**src/asb_pkg.sv**
```systemverilog
// Package for the asynchronous byte memory host controller.
// Assumes a 100 MHz reference clock; all pin timings are derived from it.
package asb_pkg;

    // ------------------------------------------------------------
    // Geometry
    // ------------------------------------------------------------
    localparam int ADDR_W = 15;
    localparam int DATA_W = 8;

    // ------------------------------------------------------------
    // Clock and timing
    // ------------------------------------------------------------
    localparam int CLK_PERIOD_NS = 10;

    // Faster grade figures in ns.
    localparam int ADDRESS_ACCESS_DELAY_NS = 55;
    localparam int SELECT_ACCESS_DELAY_NS = 55;
    localparam int OUTPUT_ENABLE_ACCESS_DELAY_NS = 25;
    localparam int DESELECT_TO_STANDBY_DELAY_NS = 55;
    localparam int OUTPUT_TURNOFF_NS = 20;
    localparam int WRITE_DATA_SETUP_NS = 25;
    localparam int WRITE_DATA_HOLD_NS = 0;
    localparam int ADDRESS_SETUP_TO_WRITE_END_NS = 45;
    localparam int ADDRESS_SETUP_TO_WRITE_START_NS = 0;
    localparam int ADDRESS_HOLD_AFTER_WRITE_NS = 0;
    localparam int WRITE_STROBE_OUTPUT_TURNOFF_NS = 20;

    // Minimum times round up to whole cycles, never below one.
    function automatic int ns_to_cyc(input int ns);
        int c;
        c = (ns + CLK_PERIOD_NS - 1) / CLK_PERIOD_NS;
        return (c < 1) ? 1 : c;
    endfunction

    // Read waits for the slowest of the three access paths.
    localparam int READ_WAIT_CYC = ns_to_cyc(ADDRESS_ACCESS_DELAY_NS);
    localparam int OE_WAIT_CYC = ns_to_cyc(OUTPUT_ENABLE_ACCESS_DELAY_NS);
    // Write strobe low time covers address setup and turnoff plus data setup.
    localparam int WRITE_PULSE_CYC = ns_to_cyc(ADDRESS_SETUP_TO_WRITE_END_NS);
    localparam int TURNOFF_CYC = ns_to_cyc(WRITE_STROBE_OUTPUT_TURNOFF_NS);
    localparam int DATA_SETUP_CYC = ns_to_cyc(WRITE_DATA_SETUP_NS);
    localparam int BUS_RELEASE_CYC = ns_to_cyc(OUTPUT_TURNOFF_NS);
    localparam int CNT_W = 8;

    // ------------------------------------------------------------
    // Carriers
    // ------------------------------------------------------------
    typedef struct packed {
        logic write;
        logic [ADDR_W-1:0] addr;
        logic [DATA_W-1:0] wdata;
    } asb_req_t;

    typedef struct packed {
        logic select_n;
        logic out_en_n;
        logic write_n;
        logic [ADDR_W-1:0] addr;
    } asb_pins_t;

    typedef enum logic [2:0] {
        ST_IDLE, ST_RD_WAIT, ST_WR_PULSE, ST_RECOVER
    } asb_state_t;

endpackage

```
**src/asb_sync.sv**
```systemverilog
// Two-stage synchroniser for the byte-wide data lines read back from the memory.
// Assumes the data pins are asynchronous to ref_clk.
`timescale 1ns/10ps
module asb_sync
    import asb_pkg::*;
#(
    parameter int WIDTH = DATA_W
) (
    // Clocking
    input wire logic ref_clk,
    input wire logic arst_n,
    input wire logic clk_en,
    // Data
    input wire logic [WIDTH-1:0] async_in,
    output logic [WIDTH-1:0] sync_out
);

    if (WIDTH < 1)
        $error("synchroniser width must be positive");

    logic [WIDTH-1:0] meta_ff;

    always_ff @(posedge ref_clk or negedge arst_n) begin
        if (!arst_n) begin
            meta_ff <= '0;
            sync_out <= '0;
        end else if (clk_en) begin
            meta_ff <= async_in;
            sync_out <= meta_ff;
        end
    end

endmodule

```
**src/asb_host.sv**
```systemverilog
// Host controller driving an asynchronous byte-wide static memory.
// Assumes one request at a time on the user side and a memory on pins.
//
// Summary of operation
// - Read: write strobe high, select and output enable low, memory drives data.
// - Write happens while select and strobe both low; strobe rise ends it.
// - Data setup and hold are timed to the write-ending strobe edge.
// - Write data stable 25 ns before write end, held through the edge.
// - Address stable at least 45 ns before the write-ending edge.
// - Address set on the write-start edge and held through write end.
// - Host does not drive data lines until memory outputs turned off.
// - Strobe-controlled write with enable low lasts turnoff plus setup.
`timescale 1ns/10ps
module asb_host
    import asb_pkg::*;
#(
    parameter int RD_CYC = READ_WAIT_CYC,
    parameter int WR_CYC = WRITE_PULSE_CYC,
    parameter int REC_CYC = BUS_RELEASE_CYC
) (
    // Clocking
    input wire logic ref_clk,
    input wire logic arst_n,
    input wire logic clk_en,
    // User request
    input wire logic req_valid,
    output logic req_ready,
    input wire asb_req_t req,
    // User answer
    output logic rsp_valid,
    output logic [DATA_W-1:0] rsp_rdata,
    // Memory pins
    output asb_pins_t pins,
    input wire logic [DATA_W-1:0] data_in,
    output logic [DATA_W-1:0] data_out,
    output logic data_oe_n
);

    // ------------------------------------------------------------
    // Elaboration checks
    // ------------------------------------------------------------
    // Cycle covers turnoff plus setup
    if (WR_CYC < TURNOFF_CYC + DATA_SETUP_CYC || WR_CYC < ns_to_cyc(ADDRESS_SETUP_TO_WRITE_END_NS))
        $error("write pulse too short");
    if (RD_CYC < OE_WAIT_CYC || RD_CYC + 2 >= (1 << CNT_W) || WR_CYC >= (1 << CNT_W) || REC_CYC < 1)
        $error("bad cycle counts");

    // ------------------------------------------------------------
    // Data line synchroniser
    // ------------------------------------------------------------
    logic [DATA_W-1:0] data_sync;

    asb_sync #(.WIDTH(DATA_W)) u_sync (
        .ref_clk(ref_clk),
        .arst_n(arst_n),
        .clk_en(clk_en),
        .async_in(data_in),
        .sync_out(data_sync)
    );

    // ------------------------------------------------------------
    // Sequencer
    // ------------------------------------------------------------
    asb_state_t state_ff, nxt_state;
    logic [CNT_W-1:0] cnt_ff, nxt_cnt;
    logic wr_ff;
    logic [ADDR_W-1:0] addr_ff;
    logic select_n_ff, out_en_n_ff, write_n_ff;

    // A phase that lasts cyc enabled edges loads cyc - 1 and ends on zero.
    function automatic logic [CNT_W-1:0] cnt_load(input int cyc);
        return CNT_W'(cyc - 1);
    endfunction

    // Next-state decodes shared by several pin registers.
    function automatic logic is_read(input asb_state_t st);
        return st == ST_RD_WAIT;
    endfunction

    function automatic logic is_write(input asb_state_t st);
        return st == ST_WR_PULSE;
    endfunction

    assign req_ready = (state_ff == ST_IDLE);

    always_comb begin
        nxt_state = state_ff;
        nxt_cnt = (cnt_ff == '0) ? cnt_ff : cnt_ff - CNT_W'(1);
        case (state_ff)
            ST_IDLE: begin
                if (req_valid) begin
                    nxt_state = req.write ? ST_WR_PULSE : ST_RD_WAIT;
                    // Two extra cycles let the synchroniser catch settled data.
                    nxt_cnt = req.write ? cnt_load(WR_CYC) : cnt_load(RD_CYC + 2);
                end
            end
            ST_RD_WAIT: begin
                if (cnt_ff == '0) begin
                    nxt_state = ST_RECOVER;
                    nxt_cnt = cnt_load(REC_CYC);
                end
            end
            ST_WR_PULSE: begin
                if (cnt_ff == '0) begin
                    nxt_state = ST_RECOVER;
                    nxt_cnt = cnt_load(REC_CYC);
                end
            end
            ST_RECOVER: begin
                if (cnt_ff == '0) begin
                    nxt_state = ST_IDLE;
                end
            end
            default: begin
                nxt_state = ST_IDLE;
            end
        endcase
    end

    always_ff @(posedge ref_clk or negedge arst_n) begin
        if (!arst_n) begin
            state_ff <= ST_IDLE;
            cnt_ff <= '0;
        end else if (clk_en) begin
            state_ff <= nxt_state;
            cnt_ff <= nxt_cnt;
        end
    end

    // ------------------------------------------------------------
    // Address and write data latch
    // ------------------------------------------------------------
    // Address held across access
    always_ff @(posedge ref_clk or negedge arst_n) begin
        if (!arst_n) begin
            addr_ff <= '0;
            wr_ff <= 1'b0;
        end else if (clk_en && req_valid && req_ready) begin
            addr_ff <= req.addr;
            wr_ff <= req.write;
        end
    end

    // Data held past write end
    // The byte only changes at the next take, but data_oe_n rises on the ending edge, so the driven hold is zero.
    always_ff @(posedge ref_clk or negedge arst_n) begin
        if (!arst_n) begin
            data_out <= '0;
        end else if (clk_en && req_valid && req_ready) begin
            data_out <= req.wdata;
        end
    end

    // ------------------------------------------------------------
    // Pin controls
    // ------------------------------------------------------------
    // Controls are registered so that no glitch reaches the memory.
    // Address and controls leave on one edge; board skew must not let a control lead the address.
    // Select any access
    always_ff @(posedge ref_clk or negedge arst_n) begin
        if (!arst_n) begin
            select_n_ff <= 1'b1;
        end else if (clk_en) begin
            select_n_ff <= !(is_read(nxt_state) || is_write(nxt_state));
        end
    end

    always_ff @(posedge ref_clk or negedge arst_n) begin
        if (!arst_n) begin
            out_en_n_ff <= 1'b1;
        end else if (clk_en) begin
            out_en_n_ff <= !is_read(nxt_state);
        end
    end

    always_ff @(posedge ref_clk or negedge arst_n) begin
        if (!arst_n) begin
            write_n_ff <= 1'b1;
        end else if (clk_en) begin
            write_n_ff <= !is_write(nxt_state);
        end
    end

    always_ff @(posedge ref_clk or negedge arst_n) begin
        if (!arst_n) begin
            data_oe_n <= 1'b1;
        end else if (clk_en) begin
            data_oe_n <= !is_write(nxt_state);
        end
    end

    assign pins = '{select_n: select_n_ff, out_en_n: out_en_n_ff, write_n: write_n_ff, addr: addr_ff};

    // ------------------------------------------------------------
    // Read answer
    // ------------------------------------------------------------
    always_ff @(posedge ref_clk or negedge arst_n) begin
        if (!arst_n) begin
            rsp_valid <= 1'b0;
            rsp_rdata <= '0;
        end else if (clk_en) begin
            rsp_valid <= 1'b0;
            if (state_ff == ST_RD_WAIT && cnt_ff == '0 && !wr_ff) begin
                rsp_valid <= 1'b1;
                rsp_rdata <= data_sync;
            end
        end
    end

endmodule

```
**config.mk**
```make
export PLATFORM = sky130hd
export DESIGN_NAME = asb_host
export DESIGN_NICKNAME = d
export VERILOG_FILES = /design/src/asb_pkg.sv /design/src/asb_sync.sv /design/src/asb_host.sv
export SDC_FILE = /design/constraint.sdc
export NUM_CORES = 1
export LEC_CHECK = 0
export ABC_AREA = 1
export BUFFER_PORTS_ARGS = -buffer_cell sky130_fd_sc_hd__buf_2
export CAP_MARGIN = 20
export CORE_MARGIN = 8
export CORE_UTILIZATION = 50
export DETAILED_ROUTE_END_ITERATION = 10
export PLACE_DENSITY = 0.75
export SETUP_SLACK_MARGIN = 0.1
export SLEW_MARGIN = 40
export SYNTH_ARGS = -nofsm -noshare
export SYNTH_HDL_FRONTEND = slang
export SYNTH_HIERARCHICAL = 1
export SYNTH_SLANG_ARGS = --single-unit
```
**constraint.sdc**
```tcl
create_clock -name ref_clk -period 2.3 [get_ports ref_clk]
set_clock_uncertainty 0.2 [all_clocks]
set_input_delay 0.46 -clock ref_clk [delete_from_list [all_inputs] [get_ports ref_clk]]
set_output_delay 0.46 -clock ref_clk [all_outputs]
set_load 0.005 [all_outputs]
```
# Word-level counts from Yosys, hierarchy flattened

Cells that the tools add are included.

Bits in registers: 63
Input port bits: 36
Output and inout bits: 37

Add/sub/neg operators: 1
Equality and inequality tests: 5
Multiplexer cells: 11
Reduce and logical (&&, ||, !) cells: 13

Operators with widths:

| kind                  | number |
|---|---|
| $mux W8               | 3 |
| $pmux W8 S2           | 1 |
| $eq A3 B2 Y1 const B  | 3 |
| $mux W3               | 3 |
| $pmux W3 S3           | 1 |
| $logic_not A8 Y1      | 1 |
| $sub A8 B1 Y8 const B | 1 |
| $eq A3 B1 Y1 const B  | 2 |
| $logic_and A1 B1 Y1   | 4 |
| $logic_not A1 Y1      | 4 |
| $mux W2               | 2 |
| $logic_not A3 Y1      | 1 |
| $reduce_and A2 Y1     | 1 |
| $reduce_or A2 Y1      | 1 |
| $logic_or A1 B1 Y1    | 1 |
| $mux W1               | 1 |

# Logic depth before layout (Yosys ltp)

Word-level depth: 6
Gate-level depth with buffers: 9
Mapped depth without buffers: 9

# Modules after synthesis

The synthesis kept the hierarchy.

Modules (own cells, without submodules):

| module   | instances | cells each | area each (µm²) | sequential area each (µm²) |
|---|---|---|---|---|
| asb_host | 1         | 194        | 2153.3          | 1179.9 |
| asb_sync | 1         | 68         | 676.9           | 400.4 |

# Least setup slack after synthesis

Ideal clock, no wire load.

Kind: register to register
Start point: register cnt_ff[0]
End point: register cnt_ff[0]
Library setup time: 0.087 ns
Arrival: 1.457 ns
Data required time: 2.013 ns
Setup slack: 0.556 ns
Cell stages (with the launch flop): 10
Buffers on the path: 0
Period minus slack after synthesis: 1.744 ns
Path through: dfrtp_1 inv_1 ha_1 nand2_1 nor2_4 inv_1 ha_1 nor3_1 nor2_1 a22oi_1

Word-level cells in the longest chain between the ends: 4
Elaborated cells between the ends (all ways): 6
Those cells by class: add/sub (1); mux (4); reduce/logical (1)

Ends and longest elaborated chain:

| item                                              | line                                            | RTL |
|---|---|---|
| start: declaration                                | asb_host.sv:65                                  | `logic [CNT_W-1:0] cnt_ff, nxt_cnt;` |
| start signal: assignment                          | asb_host.sv:126                                 | `cnt_ff <= nxt_cnt;` |
| $sub A8 B1 Y8 or $logic_not A8 Y1 (tied branches) | asb_host.sv:88, asb_host.sv:98, asb_host.sv:104 |  |
| $mux W8                                           | asb_host.sv:88                                  | `nxt_cnt = (cnt_ff == '0) ? cnt_ff : cnt_ff - CNT_W'(1);` |
| $mux W8, on equally long branches                 | asb_host.sv:98, asb_host.sv:104, asb_host.sv:91 |  |
| $pmux W8 S2 *                                     | asb_host.sv:89                                  | `case (state_ff)` |

Mark *: on every way between the ends. The rest lies on a longest branch, timed or not.
A chain may end at the register's enable or synchronous reset.

# Final worst setup path

Same ends and word-level chain as after synthesis.

==> impl_results.md <==
- TritonCTS clock tree: built
- Die footprint: 8320 um2
- Netlist cell types: 30
- H-tree depth: 3
- PwrDens: 1090 nW/um2
- Antenna Violating Nets Remaining: 0
- F_max: 0.514 GHz
- Final Hold Fails: 0
- Bufs on Longest Clock Path: 2
- Post-Syn Area: 2830 um2
- Top_reg_cell synth: dfrtp_1
- Top post-synthesis cells by area: dfrtp_1 53%, mux2_4 8.5%, nand2_1 8.5%, nand2_2 3.8%, dfstp_2 2.8%
- Clk root buf: clkbuf_8
- Die H: 91.2 um
- # setup viols final: 0
- Most instantiated library cell after synthesis: nand2_1
- NetSw: 1.17 mW
- Worst path required time: 2340 ps
- Number of global-route vias before repair: 1901
- Yosys reg bits: 63
- Clock Power Share: 0.211
- Sw Share: 0.318
- CP arrival: 1980 ps
- Clk Latency, worst-skew pair: 330 ps
- Worst path slowest cell: dfrtp_1
- Ant. Diodes: 0
- Global Route Usage Sum: 0.139
- R2R Setup Slk: 350 ps
- Syn Area/Cell: 10.8 um2
- 1st-pass router iterations: 6
- Final HPWL DP: 3990 um
- Sequential cell area: 1580 um2
- Share of the synthesized area in the top cell type: 0.531
- Hold Path Class: in2reg
- RSZ-0062 raised after global routing: false
- Share of layout cells above drive strength 1: 0.402
- Design Area, Final: 3380 um2
- Least-Margin Pin Slew: 467 ps
- Drt total wl: 5500 um
- Post-synthesis instance total: 262
- CP delay by family, top: simple AND/OR/NAND/NOR gates
- DR vias/cell: 4.74
- Layout Nets: 377
- Residual DRC: 0
- Via Count: 1968
- # Max-Cap Violations: 0
- First-pass GRT wire length: 9260 um
- Synth cell count leaders: 64 x nand2_1, 60 x dfrtp_1, 20 x inv_1
- Slew HR: 0.685
- TNS Setup: 0 ps
- IO buf count: 72
- Post-synthesis sequential area ratio: 0.558
- Grt ovf: 0
- Pint: 2.51 mW
- Worst Path Buf+Inv: 2
- Period utilization: 0.846
- Die width: 91.2 um
- Startpoint Class: register
- Crit-path cells: inv_1 -> ha_1 -> nand2_1 -> nor2_4 -> inv_1 -> ha_1 -> nor3_1 -> nor2_1 -> a22oi_1
- # IOs: 73
- Post-synth ARST share: 1.00
- Crit path kind: reg2reg
- Drt wl/cell: 13.2 um
- DR iter-0 viols: 102
- Status: finished clean
- Starting density of the core: 0.517
- Rows: 27
- Multi-input logic area: 1060 um2
- Fillcell total: 491
- Crit path max fanout: 5
- P_leak: 1.82 nW
- Largest net degree at the start of global routing: 64
- Peak VDD IR: 0.607 mV
- Initial antenna violation count: 0
- Minimum clock period: 1950 ps
- Area leader, netlist: dfrtp_1
- GPL Wtd Cong: 0.808
- Area Growth Syn to Fin: 19.5%
- Total power: 3.67 mW
- Seq pwr share: 0.463
- Clk slew on worst S/H paths: 60 ps
- Core Box Area: 5470 um2
- Slew Limit Fails: 0
- CTS Sinks: 63
- Post-synth EDFFs: 0
- Slowest stage delay, CP: 380 ps
- Placed cell areas: 3210 um2
- Total CTS buffers: 9
- Post-Syn Nets: 301
- Combinational share of power: 0.326
- Synthesis Warnings: 6
- CP Capture Type: register
-- metal layers --
metal,track usage,vias up,wire length (um)
li1,-,988,-
met3,0.0535,7,300
met5,0,-,0
met2,0.222,52,2760
met1,0.164,921,2360
met4,0.0573,0,76
-- layout by cell type, fill, tap and decap left out, types with 2 or more instances in the layout --
cell,synthesis,layout
buf_2,2,72
nand2_1,64,64
dfrtp_1,60,60
inv_1,20,20
nand2_2,17,17
mux2_4,16,16
nor2_1,15,15
o21ai_0,12,12
nand3_1,9,9
clkbuf_8,0,9
mux2_2,7,7
clkinv_2,1,4
nor3_1,4,4
nand4_1,4,4
xnor2_1,3,3
ha_1,3,3
clkbuf_1,1,3
dfstp_2,3,3
nor2_4,2,2
xor2_1,2,2
a21oi_1,2,2
buf_4,3,2
-- logic make-up after synthesis --
| group | synth area share |
|---|---|
| DFF | 0.558 |
| muxes | 0.113 |
| adders and majority gates | 0.0133 |
| xor gates and xnor gates | 0.0155 |
| and+or+nand+nor | 0.196 |
| buffers and inverters | 0.0681 |
| AOI/OAI and AO/OA | 0.0363 |
-- worst paths after layout --
| check | startpoint | end | cells past startpoint |
|---|---|---|---|
| max | cnt_ff[0]$_DFFE_PN0P_ | cnt_ff[0]$_DFFE_PN0P_ | 9 |
| min | data_in[1] | u_sync/meta_ff[1]$_DFFE_PN0P_ | 3 |
| max reg2reg | cnt_ff[0]$_DFFE_PN0P_ | cnt_ff[0]$_DFFE_PN0P_ | 9 |
| min reg2reg | out_en_n_ff$_DFFE_PN1P_ | out_en_n_ff$_DFFE_PN1P_ | 2 |
| max in group asynchronous | arst_n | select_n_ff$_DFFE_PN1P_ | 3 |
| min in group asynchronous | arst_n | state_ff[1]$_DFFE_PN0P_ | 3 |
-- power by group through the flow --
stage | Sequential, mW | Combinational [mW] | Clock, mW
after floorplan | 1.71 | 0.782 | 0
after global placement | 1.70 | 1.18 | 0
after detailed placement | 1.72 | 1.22 | 0
after CTS | 1.70 | 1.22 | 0.802
after global routing | 1.75 | 1.35 | 0.866
final | 1.70 | 1.20 | 0.777
-- sequential cells by signal, summed over array words and instances, names as in the netlist --
name / cells
state_ff: 3
u_sync/meta_ff: 8
wr_ff: 1
data_out: 8
u_sync/sync_out: 8
select_n_ff: 1
addr_ff: 15
out_en_n_ff: 1
rsp_rdata: 8
rsp_valid: 1
data_oe_n: 1
cnt_ff: 8
-- layout make-up --
type	count	share of cell area
clock inverters	4	0.00666
flip-flops and latches	63	0.467
multi-input cells	166	0.313
clock buffers	12	0.0400
inverters	22	0.0270
well taps	72	0.0266
repair buffers	76	0.120
-- worst reg2reg max path, stage by stage (launching register included) --
cell and delay, ps:
dfrtp_1 380, inv_1 130, ha_1 160, nand2_1 100, nor2_4 190, inv_1 110
ha_1 190, nor3_1 200, nor2_1 70, a22oi_1 130
-- timing repair --
item,CTS,global route
hold buffers,1,0
gates resized for setup,0,0
endpoints found under the hold margin,60,0
buffers inserted,0,0
-- through the flow --
stage          setup WS [ps]  hold WS (ps)   util  cells
2_1_floorplan            556         -35.6      -    262
3_5_place_dp             389           255  0.587    398
5_1_grt                  183           117  0.618    415
3_3_place_gp             390           253  0.587    398
4_1_cts                  346           116  0.618    415
6_report                 355           131  0.618    415
Power figures use the tool's default switching activity.
